[config.mk]
export PLATFORM = sky130hd
export DESIGN_NAME = async_pcm_monitor_value_table
export DESIGN_NICKNAME = d
export VERILOG_FILES = /design/src/verilog/cvt_pkg.sv /design/src/verilog/async_pcm_monitor_value_table.sv
export SDC_FILE = /design/constraint.sdc
export NUM_CORES = 1
export LEC_CHECK = 0
export ABC_AREA = 1
export ABC_CLOCK_PERIOD_IN_PS = 1800
export BUFFER_PORTS_ARGS = -buffer_cell sky130_fd_sc_hd__buf_4
export CORE_MARGIN = 3
export CORE_UTILIZATION = 39
export CTS_CLUSTER_SIZE = 12
export DETAILED_ROUTE_END_ITERATION = 10
export GPL_TIMING_DRIVEN = 1
export MAX_ROUTING_LAYER = met4
export SLEW_MARGIN = 40
export SYNTH_ARGS = -nofsm -noshare
export SYNTH_HDL_FRONTEND = slang
export SYNTH_SLANG_ARGS = --single-unit
[constraint.sdc]
create_clock -name clk -period 1.8 [get_ports clk]
set_input_delay 0.27 -clock clk [delete_from_list [all_inputs] [get_ports clk]]
set_output_delay 0.27 -clock clk [all_outputs]
set_load 0.01 [all_outputs]
[src/verilog/cvt_pkg.sv]
// shared constants and carriers for the asynchronous telemetry value table
package cvt_pkg;
	localparam int          ADDR_W         = 12;
	localparam int          DATA_W         = 32;
	localparam int          PAR_W          = 10;
	localparam int          NUM_PAR        = 8;
	localparam int          IDX_W          = 3;
	// register byte offsets
	localparam logic [11:0] OFF_STATUS     = 12'h000;
	localparam logic [11:0] OFF_CTRL       = 12'h004;
	localparam logic [11:0] OFF_SELECT     = 12'h008;
	localparam logic [11:0] OFF_IRQ_STAT   = 12'h00c;
	localparam logic [11:0] OFF_IRQ_EN     = 12'h010;
	localparam logic [11:0] OFF_IRQ_CLR    = 12'h014;
	localparam logic [11:0] OFF_FRAME_CNT  = 12'h018;
	localparam logic [11:0] OFF_TABLE      = 12'h100;
	// status word fields: upper digit reads 6 when healthy
	localparam int          ST_SYNC_BIT    = 13;
	localparam int          ST_LOCK_BIT    = 14;
	localparam int          ST_ERR_BIT     = 15;
	localparam int          ST_BANK_LSB    = 0;
	// control fields
	localparam int          CTRL_EN_BIT    = 0;
	localparam int          CTRL_SYNC_BIT  = 1;
	localparam logic [31:0] CTRL_RESET     = 32'h0000_0001;
	localparam logic [7:0]  SELECT_RESET   = 8'hff;
	// interrupt event bits
	localparam int          IRQ_FRAME_BIT  = 0;
	localparam int          IRQ_ERR_BIT    = 1;
	localparam int          IRQ_LOCK_BIT   = 2;
	localparam int          IRQ_W          = 3;
	localparam logic [1:0]  RESP_OKAY      = 2'b00;
	localparam logic [1:0]  RESP_SLVERR    = 2'b10;

	typedef struct packed {
		logic              valid;
		logic              frame_start;
		logic              error;
		logic [IDX_W-1:0]  index;
		logic [PAR_W-1:0]  data;
	} word_type;

	typedef struct packed {
		logic              locked;
		logic              error;
		logic              sync_seen;
	} link_status_type;
endpackage

[src/verilog/async_pcm_monitor_value_table.sv]
// asynchronous-mode monitor that publishes coherent minor frames into a triple-buffered value table
// Summary of operation
// - passive monitor; captures stream words, never drives stream timing.
// - all selected parameters of one minor frame are published together as one set.
// - table updates only after every selected parameter of a frame arrived.
// - three buffers; completed frame swaps in while reception fills a free one.
// - slow reads see newest value only; fast reads see the same value again.
// - status shows lock, errors, and sync seen since last status read.
// - healthy locked stream reads status upper hex digit six.
`timescale 1ns/1ps
module async_pcm_monitor_value_table
	import cvt_pkg::*;
#(
	parameter int NUM_PAR_P = cvt_pkg::NUM_PAR
) (
	input  wire logic                     clk,
	input  wire logic                     rst_n,
	input  wire cvt_pkg::word_type        word_in,
	input  wire logic                     locked_in,
	input  wire logic [cvt_pkg::ADDR_W-1:0] s_axi_awaddr,
	input  wire logic                     s_axi_awvalid,
	output logic                          s_axi_awready,
	input  wire logic [31:0]              s_axi_wdata,
	input  wire logic [3:0]               s_axi_wstrb,
	input  wire logic                     s_axi_wvalid,
	output logic                          s_axi_wready,
	output logic [1:0]                    s_axi_bresp,
	output logic                          s_axi_bvalid,
	input  wire logic                     s_axi_bready,
	input  wire logic [cvt_pkg::ADDR_W-1:0] s_axi_araddr,
	input  wire logic                     s_axi_arvalid,
	output logic                          s_axi_arready,
	output logic [31:0]                   s_axi_rdata,
	output logic [1:0]                    s_axi_rresp,
	output logic                          s_axi_rvalid,
	input  wire logic                     s_axi_rready,
	output logic                          irq
);
	import cvt_pkg::*;

	// refuse a parameter count the select register cannot cover
	if (NUM_PAR_P < 1 || NUM_PAR_P > NUM_PAR) begin : g_bad_par
		$error("NUM_PAR_P out of range");
	end

	// stream inputs come from another domain: two flops first
	word_type               w_s1_r, w_s2_r;
	logic                   lk_s1_r, lk_s2_r;
	logic                   v_d_r;

	always_ff @(posedge clk) begin
		if (!rst_n) begin
			w_s1_r  <= '0;
			w_s2_r  <= '0;
			lk_s1_r <= 1'b0;
			lk_s2_r <= 1'b0;
			v_d_r   <= 1'b0;
		end else begin
			w_s1_r  <= word_in;
			w_s2_r  <= w_s1_r;
			lk_s1_r <= locked_in;
			lk_s2_r <= lk_s1_r;
			v_d_r   <= w_s2_r.valid;
		end
	end

	// one event per valid level pulse
	logic   wstb;
	assign wstb = w_s2_r.valid & ~v_d_r;

	// tables: three banks, one word per parameter
	logic [PAR_W-1:0]       bank_r [3][NUM_PAR];
	logic [NUM_PAR-1:0]     got_r, got_nxt;
	logic [1:0]             fill_r, fill_nxt;
	logic [1:0]             pub_r, pub_nxt;
	logic [1:0]             rd_bank_r, rd_bank_nxt;
	logic                   sync_r, sync_nxt;
	logic                   err_r, err_nxt;
	logic [31:0]            ctrl_r, ctrl_nxt;
	logic [7:0]             sel_r, sel_nxt;
	logic [IRQ_W-1:0]       ist_r, ist_nxt;
	logic [IRQ_W-1:0]       ien_r, ien_nxt;
	logic [31:0]            fcnt_r, fcnt_nxt;
	logic                   frame_done;
	logic                   status_rd;
	logic                   lk_d_r;
	logic [NUM_PAR-1:0]     need;
	logic [1:0]             free_bank;

	// only selected parameters within the configured count are waited for
	genvar g;
	generate
		for (g = 0; g < NUM_PAR; g++) begin : g_need
			assign need[g] = sel_r[g] & (g < NUM_PAR_P);
		end
	endgenerate

	// free bank is not the one filling, the published one, nor the one a reader holds
	always_comb begin
		free_bank = 2'd0;
		for (int b = 2; b >= 0; b--) begin
			if (b[1:0] != fill_r && b[1:0] != pub_r && b[1:0] != rd_bank_r)
				free_bank = b[1:0];
		end
	end

	logic  active;
	assign active = ctrl_r[CTRL_EN_BIT] & ~ctrl_r[CTRL_SYNC_BIT];
	assign frame_done = active & ((got_r & need) == need) & (|need);

	always_comb begin
		got_nxt  = got_r;
		fill_nxt = fill_r;
		pub_nxt  = pub_r;
		sync_nxt = sync_r;
		err_nxt  = err_r;
		fcnt_nxt = fcnt_r;
		// whole frame complete: swap in, start a fresh free bank
		if (frame_done) begin
			pub_nxt  = fill_r;
			fill_nxt = free_bank;
			got_nxt  = '0;
			fcnt_nxt = fcnt_r + 32'd1;
		end
		if (active && wstb) begin
			if (w_s2_r.frame_start) begin
				// a partial frame is dropped, never published
				got_nxt = '0;
			end
			if (int'(w_s2_r.index) < NUM_PAR_P)
				got_nxt[w_s2_r.index] = 1'b1;
		end
		// clear on read first so a coincident sync still sets
		if (status_rd) begin
			sync_nxt = 1'b0;
			err_nxt  = 1'b0;
		end
		if (active && wstb && w_s2_r.frame_start)
			sync_nxt = 1'b1;
		if (active && wstb && w_s2_r.error)
			err_nxt = 1'b1;
	end

	always_ff @(posedge clk) begin
		if (!rst_n) begin
			got_r  <= '0;
			fill_r <= 2'd0;
			pub_r  <= 2'd1;
			sync_r <= 1'b0;
			err_r  <= 1'b0;
			fcnt_r <= '0;
			lk_d_r <= 1'b0;
		end else begin
			got_r  <= got_nxt;
			fill_r <= fill_nxt;
			pub_r  <= pub_nxt;
			sync_r <= sync_nxt;
			err_r  <= err_nxt;
			fcnt_r <= fcnt_nxt;
			lk_d_r <= lk_s2_r;
		end
	end

	// data array: no reset needed, newest write simply overwrites
	always_ff @(posedge clk) begin
		if (active && wstb && int'(w_s2_r.index) < NUM_PAR_P)
			bank_r[fill_r][w_s2_r.index] <= w_s2_r.data;
	end

	// axi4-lite slave
	logic                   aw_h_r, aw_h_nxt, w_h_r, w_h_nxt;
	logic [ADDR_W-1:0]      awa_r, awa_nxt;
	logic [31:0]            wd_r, wd_nxt;
	logic                   bv_r, bv_nxt, rv_r, rv_nxt;
	logic [1:0]             br_r, br_nxt, rr_r, rr_nxt;
	logic [31:0]            rd_r, rd_nxt;
	logic                   irq_r, irq_nxt;
	logic                   awrdy_r, wrdy_r, arrdy_r;
	logic                   do_wr, do_rd;
	logic [ADDR_W-1:0]      ra;

	assign do_wr = aw_h_r & w_h_r & ~bv_r;
	assign do_rd = s_axi_arvalid & ~rv_r;
	assign ra    = s_axi_araddr;
	assign status_rd = do_rd && ra == OFF_STATUS;

	always_comb begin
		aw_h_nxt  = aw_h_r;
		w_h_nxt   = w_h_r;
		awa_nxt   = awa_r;
		wd_nxt    = wd_r;
		bv_nxt    = bv_r;
		br_nxt    = br_r;
		rv_nxt    = rv_r;
		rr_nxt    = rr_r;
		rd_nxt    = rd_r;
		ctrl_nxt  = ctrl_r;
		sel_nxt   = sel_r;
		ien_nxt   = ien_r;
		ist_nxt   = ist_r;
		rd_bank_nxt = pub_r;
		if (s_axi_awvalid && !aw_h_r) begin
			aw_h_nxt = 1'b1;
			awa_nxt  = s_axi_awaddr;
		end
		if (s_axi_wvalid && !w_h_r) begin
			w_h_nxt = 1'b1;
			wd_nxt  = s_axi_wdata;
		end
		if (do_wr) begin
			aw_h_nxt = 1'b0;
			w_h_nxt  = 1'b0;
			bv_nxt   = 1'b1;
			br_nxt   = RESP_OKAY;
			case (awa_r)
				OFF_CTRL:     ctrl_nxt = wd_r;
				OFF_SELECT:   sel_nxt  = wd_r[7:0];
				OFF_IRQ_EN:   ien_nxt  = wd_r[IRQ_W-1:0];
				OFF_IRQ_CLR:  ist_nxt  = ist_r & ~wd_r[IRQ_W-1:0];
				default:      br_nxt   = RESP_SLVERR;
			endcase
		end
		if (bv_r && s_axi_bready)
			bv_nxt = 1'b0;
		// events set after the clear so they win
		if (frame_done)
			ist_nxt[IRQ_FRAME_BIT] = 1'b1;
		if (active && wstb && w_s2_r.error)
			ist_nxt[IRQ_ERR_BIT] = 1'b1;
		if (lk_s2_r != lk_d_r)
			ist_nxt[IRQ_LOCK_BIT] = 1'b1;
		if (do_rd) begin
			rv_nxt = 1'b1;
			rr_nxt = RESP_OKAY;
			rd_nxt = '0;
			// table read from the published bank, latched for this access only
			if (ra >= OFF_TABLE && ra < OFF_TABLE + ADDR_W'(4 * NUM_PAR_P)) begin
				rd_nxt[PAR_W-1:0] = bank_r[pub_r][ra[IDX_W+1:2]];
			end else begin
				case (ra)
					OFF_STATUS: begin
						rd_nxt[ST_ERR_BIT]  = err_r;
						rd_nxt[ST_LOCK_BIT] = lk_s2_r;
						rd_nxt[ST_SYNC_BIT] = sync_r;
						rd_nxt[ST_BANK_LSB +: 2] = pub_r;
					end
					OFF_CTRL:      rd_nxt = ctrl_r;
					OFF_SELECT:    rd_nxt[7:0] = sel_r;
					OFF_IRQ_STAT:  rd_nxt[IRQ_W-1:0] = ist_r;
					OFF_IRQ_EN:    rd_nxt[IRQ_W-1:0] = ien_r;
					OFF_FRAME_CNT: rd_nxt = fcnt_r;
					default:       rr_nxt = RESP_SLVERR;
				endcase
			end
		end
		if (rv_r && s_axi_rready)
			rv_nxt = 1'b0;
		irq_nxt = |(ist_nxt & ien_nxt);
	end

	always_ff @(posedge clk) begin
		if (!rst_n) begin
			aw_h_r  <= 1'b0;
			w_h_r   <= 1'b0;
			awa_r   <= '0;
			wd_r    <= '0;
			bv_r    <= 1'b0;
			br_r    <= RESP_OKAY;
			rv_r    <= 1'b0;
			rr_r    <= RESP_OKAY;
			rd_r    <= '0;
			ctrl_r  <= CTRL_RESET;
			sel_r   <= SELECT_RESET;
			ien_r   <= '0;
			ist_r   <= '0;
			irq_r   <= 1'b0;
			rd_bank_r <= 2'd1;
			awrdy_r <= 1'b1;
			wrdy_r  <= 1'b1;
			arrdy_r <= 1'b1;
		end else begin
			aw_h_r  <= aw_h_nxt;
			w_h_r   <= w_h_nxt;
			awa_r   <= awa_nxt;
			wd_r    <= wd_nxt;
			bv_r    <= bv_nxt;
			br_r    <= br_nxt;
			rv_r    <= rv_nxt;
			rr_r    <= rr_nxt;
			rd_r    <= rd_nxt;
			ctrl_r  <= ctrl_nxt;
			sel_r   <= sel_nxt;
			ien_r   <= ien_nxt;
			ist_r   <= ist_nxt;
			irq_r   <= irq_nxt;
			rd_bank_r <= rd_bank_nxt;
			awrdy_r <= ~aw_h_nxt;
			wrdy_r  <= ~w_h_nxt;
			arrdy_r <= ~rv_nxt;
		end
	end

	// readies kept in their own flops so every output leaves a register
	assign s_axi_awready = awrdy_r;
	assign s_axi_wready  = wrdy_r;
	assign s_axi_bvalid  = bv_r;
	assign s_axi_bresp   = br_r;
	assign s_axi_arready = arrdy_r;
	assign s_axi_rvalid  = rv_r;
	assign s_axi_rresp   = rr_r;
	assign s_axi_rdata   = rd_r;
	assign irq           = irq_r;
endmodule // async_pcm_monitor_value_table

==> summary.md, run 1 <==
| Metric | Value |
|---|---|
| Sequential share of the synthesized area | `61.7%` |
| Crit path capture type | `flip-flop` |
| Cell count after synthesis | `2055` |
| H-tree depth | `2` |
| Max Slew Vio Count | `0` |
| Iteration-0 DRC count of the detailed router | `1429` |
| Setup TNS | `0 ns` |
| Post-synth top flop | `edfxtp_1` |
| CTS clock-pin slew for the worst setup and hold paths | `0.06 ns` |
| Die area | `50800 sq um` |
| Max cap viols | `0` |
| 1st-pass router iterations | `5` |
| Via density | `5.04` |
| Final clock skew | `0.0292 ns` |
| Fmax | `565 MHz` |
| Largest net degree at the start of global routing | `94` |
| DP HPWL | `36.8 mm` |
| Reg area | `11600 sq um` |
| Hold_ws | `0.0307 ns` |
| Top-area cell type share of the netlist area | `38.4%` |
| Clk buf depth | `3` |
| Fillers | `4213` |
| Final Worst Setup Slack | `0.0300 ns` |
| Dpl cell area | `21400 sq um` |
| Multi-input logic area | `6160 sq um` |
| Post-layout power | `22400 uW` |
| Port bufs | `119` |
| Cell variety after synth | `43` |
| # DRC | `0` |
| CP Max Fanout | `9` |
| Clk sink count | `458` |
| Vias in the first global route | `14568` |
| GR Overflow Total | `0` |
| Worst slack, placed | `-0.260 ns` |
| Worst skew pair latency | `0.60 ns` |
| Crit share post-route | `98.3%` |
| RSZ-0062 raised after global routing | `true` |
| Hold Vio Cnt, Final | `0` |
| DR vias | `15122` |
| Avg WL per Cell | `17.9 um` |
| DIE WIDTH | `225 um` |
| EDFF count, synth | `240` |
| Design area | `23900 sq um` |
| I/O pins | `126` |
| Final worst path period need | `1.77 ns` |
| Critical path data arrival time | `2.24 ns` |
| Hold Crit Class | `in -> reg` |
| Asr flop ratio synth | `0%` |
| P per Cell Area | `940 nW/um^2` |
| First-pass GRT wire length | `81.9 mm` |
| DRT antenna net count | `0` |
| Total clock buffers created by CTS | `50` |
| Nets | `2441` |
| Drt total wl | `53.6 mm` |
| Area leader, netlist | `edfxtp_1` |
| Max IR drop VDD | `0.000732 V` |
| LEAKAGE | `0.00967 uW` |
| Overall routing resource usage | `21.4%` |
| Outcome | `completed` |
| Initial antenna violation count | `1` |
| Core area | `47100 sq um` |
| Routability cong. | `0.945` |
| Initial cell density of the core | `39.9%` |
| Final setup viols | `0` |
| TritonCTS clock tree | `built` |
| Synth top area cells | `edfxtp_1 (38%), dfxtp_1 (23%), nand2_1 (10%)` |
| Synth Warn # | `0` |
| Die span in y | `225 um` |
| Syn Area/Cell | `9.13 sq um` |
| Worst setup SP type | `flip-flop` |
| Clock root cell | `clkbuf_16` |
| Req. time, crit path | `2.27 ns` |
| Crit path kind | `reg -> reg` |
| Synth Cell Area | `18800 sq um` |
| Site Rows | `79` |
| Area grow syn2layout | `27.2%` |
| FF+latch count, synth | `458` |
| Share of layout cells above drive strength 1 | `17.4%` |
## layout make-up
| class | count | share of cell area [%] |
|---|---|---|
| antenna | 2 | 0.0210 |
| clock buffer | 69 | 5.82 |
| clock inverter | 19 | 0.834 |
| inverter | 184 | 2.92 |
| multi-input combinational | 1316 | 25.8 |
| sequential | 458 | 48.5 |
| tap | 607 | 3.18 |
| timing repair buffer | 346 | 12.9 |
## layer usage
metal | vias up | share of wire [%] | GRT usage, %
li1 | 7451 | - | -
met1 | 7093 | 45 | 29.0
met2 | 478 | 45 | 32.8
met3 | 100 | 6.4 | 3.48
met4 | 0 | 3.1 | 7.38
met5 | - | 0 | -
## registers in the layout, summed over array words and instances, names as in the netlist, 3 cells and up, named ones only
signal and cells:
wd_r 32, awa_r 12, ien_r 3, w_s2_r 16, ist_r 3, got_r 8
w_s1_r 16, s_axi_rdata 32, ctrl_r 32, need 8, fcnt_r 32, bank_r 240
## cell families after synthesis
| group | count (synthesis) | share of synthesized area [%] |
|---|---|---|
| compound gates | 353 | 10.6 |
| xor+xnor | 20 | 0.934 |
| fa+ha+maj | 1 | 0.0667 |
| buf+inv | 282 | 6.00 |
| flops | 458 | 61.7 |
| other cells | 1 | 0.0200 |
| simple gates | 940 | 20.7 |
## path summary, 6_finish.rpt
kind | from | end | slack [ns] | cells past startpoint
worst max-delay path | flip-flop | s_axi_rdata[3] | 0.03 | 9
worst min-delay path | s_axi_wdata[7] | wd_r[7] | 0.03 | 3
worst max register to register | flip-flop | s_axi_rdata[3] | 0.03 | 9
worst min register to register | w_s1_r[2] | w_s2_r[2] | 0.40 | 2
## synth_stat cells, types with 5 or more instances
library cell,number
clkbuf_1,61
edfxtp_1,240
nand3_1,122
o21ai_0,128
inv_1,176
xor2_1,18
o21ai_1,5
nor2_1,250
buf_1,7
o211ai_1,47
nand4_1,25
o22ai_1,13
nand2_1,504
dfxtp_1,218
buf_4,8
a21oi_1,143
o22ai_2,10
nor3_1,16
buf_2,21
## worst max-delay path, cell delays in order (launching register included)
cell and delay (ns):
dfxtp_4 0.42, inv_2 0.14, buf_4 0.20, buf_4 0.15, nand2_1 0.07, nand3_1 0.11, o211ai_1 0.15, nand4_1 0.21
nand2_1 0.14, a21oi_1 0.07
## report_power, final
group          leakage [uW]  internal (uW)  total, uW  switching, uW
clock network      0.000786           5840       9980           4150
registers           0.00403          11100      11200           87.7
logic               0.00485            512       1250            735
## cell usage in the layout (no fill, tap or decap), types with 14 or more instances in the layout
cell type      synthesis  routed
clkbuf_16              0      54
o211ai_1              47      47
edfxtp_1             240     240
buf_12                 0      17
nand3_1              122     121
nand2_1              504     497
clkbuf_1              61      14
inv_1                176     172
nor3_1                16      16
nor2_1               250     241
a21oi_1              143     138
dlygate4sd3_1          0      65
buf_4                  8     248
nand4_1               25      25
dfxtp_1              218     217
xor2_1                18      18
o21ai_0              128     126
## timing repair
action,4_1_cts,5_1_grt
gates resized for setup,6,38
gates cloned,0,2
endpoints found under the hold margin,67,0
pin swaps,0,7
hold buffers,65,0
endpoints found under the setup margin,243,271
buffers inserted,0,3
## per-stage QoR
stage / cells / util, %
finish: 3001 / 50.7
global route: 3000 / 50.7
CTS: 2994 / 50.3
detailed placement: 2841 / 45.5
global placement: 2841 / 45.5
floorplan: 2056 / -
Note: power is estimated with default switching activity, not from simulation.
==> run 2, diff against run 1 <==
--- a/config.mk
+++ b/config.mk
@@ -8,8 +8,9 @@
 export ABC_AREA = 1
 export ABC_CLOCK_PERIOD_IN_PS = 1800
 export BUFFER_PORTS_ARGS = -buffer_cell sky130_fd_sc_hd__buf_4
-export CORE_MARGIN = 3
+export CORE_MARGIN = 2
 export CORE_UTILIZATION = 39
+export CTS_CLUSTER_DIAMETER = 150
 export CTS_CLUSTER_SIZE = 12
 export DETAILED_ROUTE_END_ITERATION = 10
 export GPL_TIMING_DRIVEN = 1
==> run 2 against run 1 <==
Compared with the run above: sequential power barely moved; worst setup slack improved by 0.019 ns; combinational power fell by 3%; clock-buffer cell count fell by 2; total power fell by 6.5%; die area fell by 1.8%; sequential share of layout area rose by 0.39 points; flip-flop and latch count did not move; largest power group unchanged.
==> summary.md, run 2 (synthesized netlist as in run 1, its figures left out) <==
| Metric | Value |
|---|---|
| Port bufs | `119 (unchanged)` |
| Drt total wl | `54.4 mm (+1.4%)` |
| Fmax | `571 MHz (+1.1%)` |
| Die span in y | `223 um (-0.89%)` |
| Max IR drop VDD | `0.000732 V (about the same)` |
| Die area | `49900 sq um (-1.8%)` |
| RSZ-0062 raised after global routing | `true` |
| LEAKAGE | `0.00950 uW (-1.7%)` |
| Largest register FFs | `240 (unchanged)` |
| Vias in the first global route | `14582 (+0.096%)` |
| DR vias | `15241 (+0.79%)` |
| Commonest non-fill, non-tap cells in the layout | `nand2_1 (496), edfxtp_1 (240), buf_4 (231)` |
| Cell breakdown of the critical path | `inv_1 > o22ai_1 > nor2_1 > nand3_2 > buf_6 > clkinvlp_4 > buf_4 > clkbuf_16 > o21ai_0 > a21oi_1` |
| Reg with most FFs | `bank_r` |
| Max stage delay on crit path | `0.47 ns (+0.05 ns)` |
| Met2 wire len | `25.4 mm (+5.1%)` |
| Largest net degree at the start of global routing | `91 (-3.2%)` |
| Worst skew pair latency | `0.60 ns (about the same)` |
| Design area | `23700 sq um (-0.77%)` |
| Initial antenna violation count | `0 (-1)` |
| DP HPWL | `36.8 mm (-0.23%)` |
| CTS clock-pin slew for the worst setup and hold paths | `0.07 ns (about the same)` |
| Clk sink count | `458 (unchanged)` |
| Iteration-0 DRC count of the detailed router | `1158 (-19%)` |
| WL met3 | `3.61 mm (+5.0%)` |
| Crit path kind | `reg -> reg` |
| Avg WL per Cell | `18.2 um (+2.1%)` |
| Critical path data arrival time | `2.23 ns (about the same)` |
| H-tree depth | `2 (unchanged)` |
| I/O pins | `126 (unchanged)` |
| Worst path top cell family by delay | `buffers and inverters` |
| CP max-delay cell | `dfxtp_1` |
| Site Rows | `80 (+1.3%)` |
| TritonCTS clock tree | `built` |
| DIE WIDTH | `223 um (-0.89%)` |
| Final clock skew | `0.0329 ns (+0.00365 ns)` |
| DRT antenna net count | `0 (unchanged)` |
| Hold Crit Class | `in -> reg` |
| Pin slew with the least headroom to its limit | `0.543 ns` |
| First-pass GRT wire length | `81.4 mm (-0.61%)` |
| Share of layout cells above drive strength 1 | `17.1% (-0.27 points)` |
| Dpl cell area | `21300 sq um (-0.28%)` |
| Final setup viols | `0 (unchanged)` |
| Slew HR | `63.7%` |
| Most common cell after layout, fill and taps aside | `nand2_1` |
| Hold_ws | `0.0161 ns (-0.0147 ns)` |
| # DRC | `0 (unchanged)` |
| 1st-pass router iterations | `5 (unchanged)` |
| Crit path buf inv count | `5 (+2)` |
| CP Max Fanout | `6 (-3)` |
| Worst setup SP type | `flip-flop` |
| Outcome | `completed` |
| Met1 wire length | `23.7 mm (-2.4%)` |
| Req. time, crit path | `2.27 ns (about the same)` |
| Clk buf depth | `3 (unchanged)` |
| Core area | `47600 sq um (+1.3%)` |
| Via density | `5.11 (+1.5%)` |
| Total clock buffers created by CTS | `44 (-12%)` |
| Nets | `2427 (-0.57%)` |
| Max Slew Vio Count | `0 (unchanged)` |
| Routability cong. | `0.894 (-5.4%)` |
| Initial cell density of the core | `39.4% (-0.50 points)` |
| Crit share post-route | `97.3% (-1.1 points)` |
| Overall routing resource usage | `21.8% (+0.43 points)` |
| Max cap viols | `0 (unchanged)` |
| Clock root cell | `clkbuf_16` |
| Crit path capture type | `flip-flop` |
| P per Cell Area | `886 nW/um^2 (-5.7%)` |
| Area grow syn2layout | `26.2%` |
| Antenna cell count | `0 (-2)` |
| Hold Vio Cnt, Final | `0 (unchanged)` |
| Final worst path period need | `1.75 ns (-0.0193 ns)` |
| GR Overflow Total | `0 (unchanged)` |
| Max Used Layer | `met4` |
[run 2: cell types whose count changed in the layout (fill, tap and decap cells not counted), sizes merged]
cell / before / now
clkinv: 17 / 6
buf: 279 / 270
bufinv: 3 / 0
inv: 183 / 180
diode: 2 / 0
clkinvlp: 0 / 1
dlygate4sd3: 65 / 64
[run 2: per-layer routing]
| layer | up-vias | track usage (%) |
|---|---|---|
| met1 | 7244 | 28.5 |
| li1 | 7409 | - |
| met3 | 88 | 3.66 |
| met4 | 0 | 7.01 |
| met5 | - | - |
| met2 | 500 | 34.7 |
[run 2: through the flow]
stage	power, uW	utilization, %	TNS, ns	std cells	setup WS [ns]
2_1_floorplan	11900	-	-35.95	2056	-0.150
3_3_place_gp	12500	44.8	-3.53	2833	-0.0988
3_5_place_dp	12500	44.8	-10.32	2833	-0.116
4_1_cts	21100	48.8	0	2967	0.0138
5_1_grt	21600	49.7	-0.597	2981	-0.0329
6_report	21000	49.7	0	2981	0.0493
[run 2: final cells by class]
type                            instances  area (sq um)
Inverter                              184           703
Timing Repair Buffer                  338          3120
Fill cell                            4370         24000
Multi-Input combinational cell       1316          6250
Clock buffer                           67          1210
Clock inverter                          3          57.6
Tap cell                              615           769
Sequential cell                       458         11600
[run 2: path summary, 6_finish.rpt]
check | startpoint | endpoint | slack (ns) | depth (start not counted)
max | need[0] | fcnt_r[5] | 0.05 | 10
min | s_axi_wdata[6] | wd_r[6] | 0.02 | 3
min reg2reg | w_s1_r[1] | w_s2_r[1] | 0.39 | 2
max reg2reg | need[0] | fcnt_r[5] | 0.05 | 10
[run 2: power by group]
group,internal [uW],switching [uW],total (uW)
Clock,4630,3940,8570
Combinational,502,713,1210
Sequential,11100,87.9,11200
[run 2: worst min-delay path: stages]
cell	delay [ns]
buf_4	0.08
o21ai_0	0.07
a21oi_1	0.12
[run 2: timing repair]
item,in CTS,in global routing
resized for setup,7,80
endpoints found under the setup margin,166,273
hold buffers,64,0
pin swaps,0,9
cloned,0,8
setup buffers,0,6
hold endpoints to repair,66,0
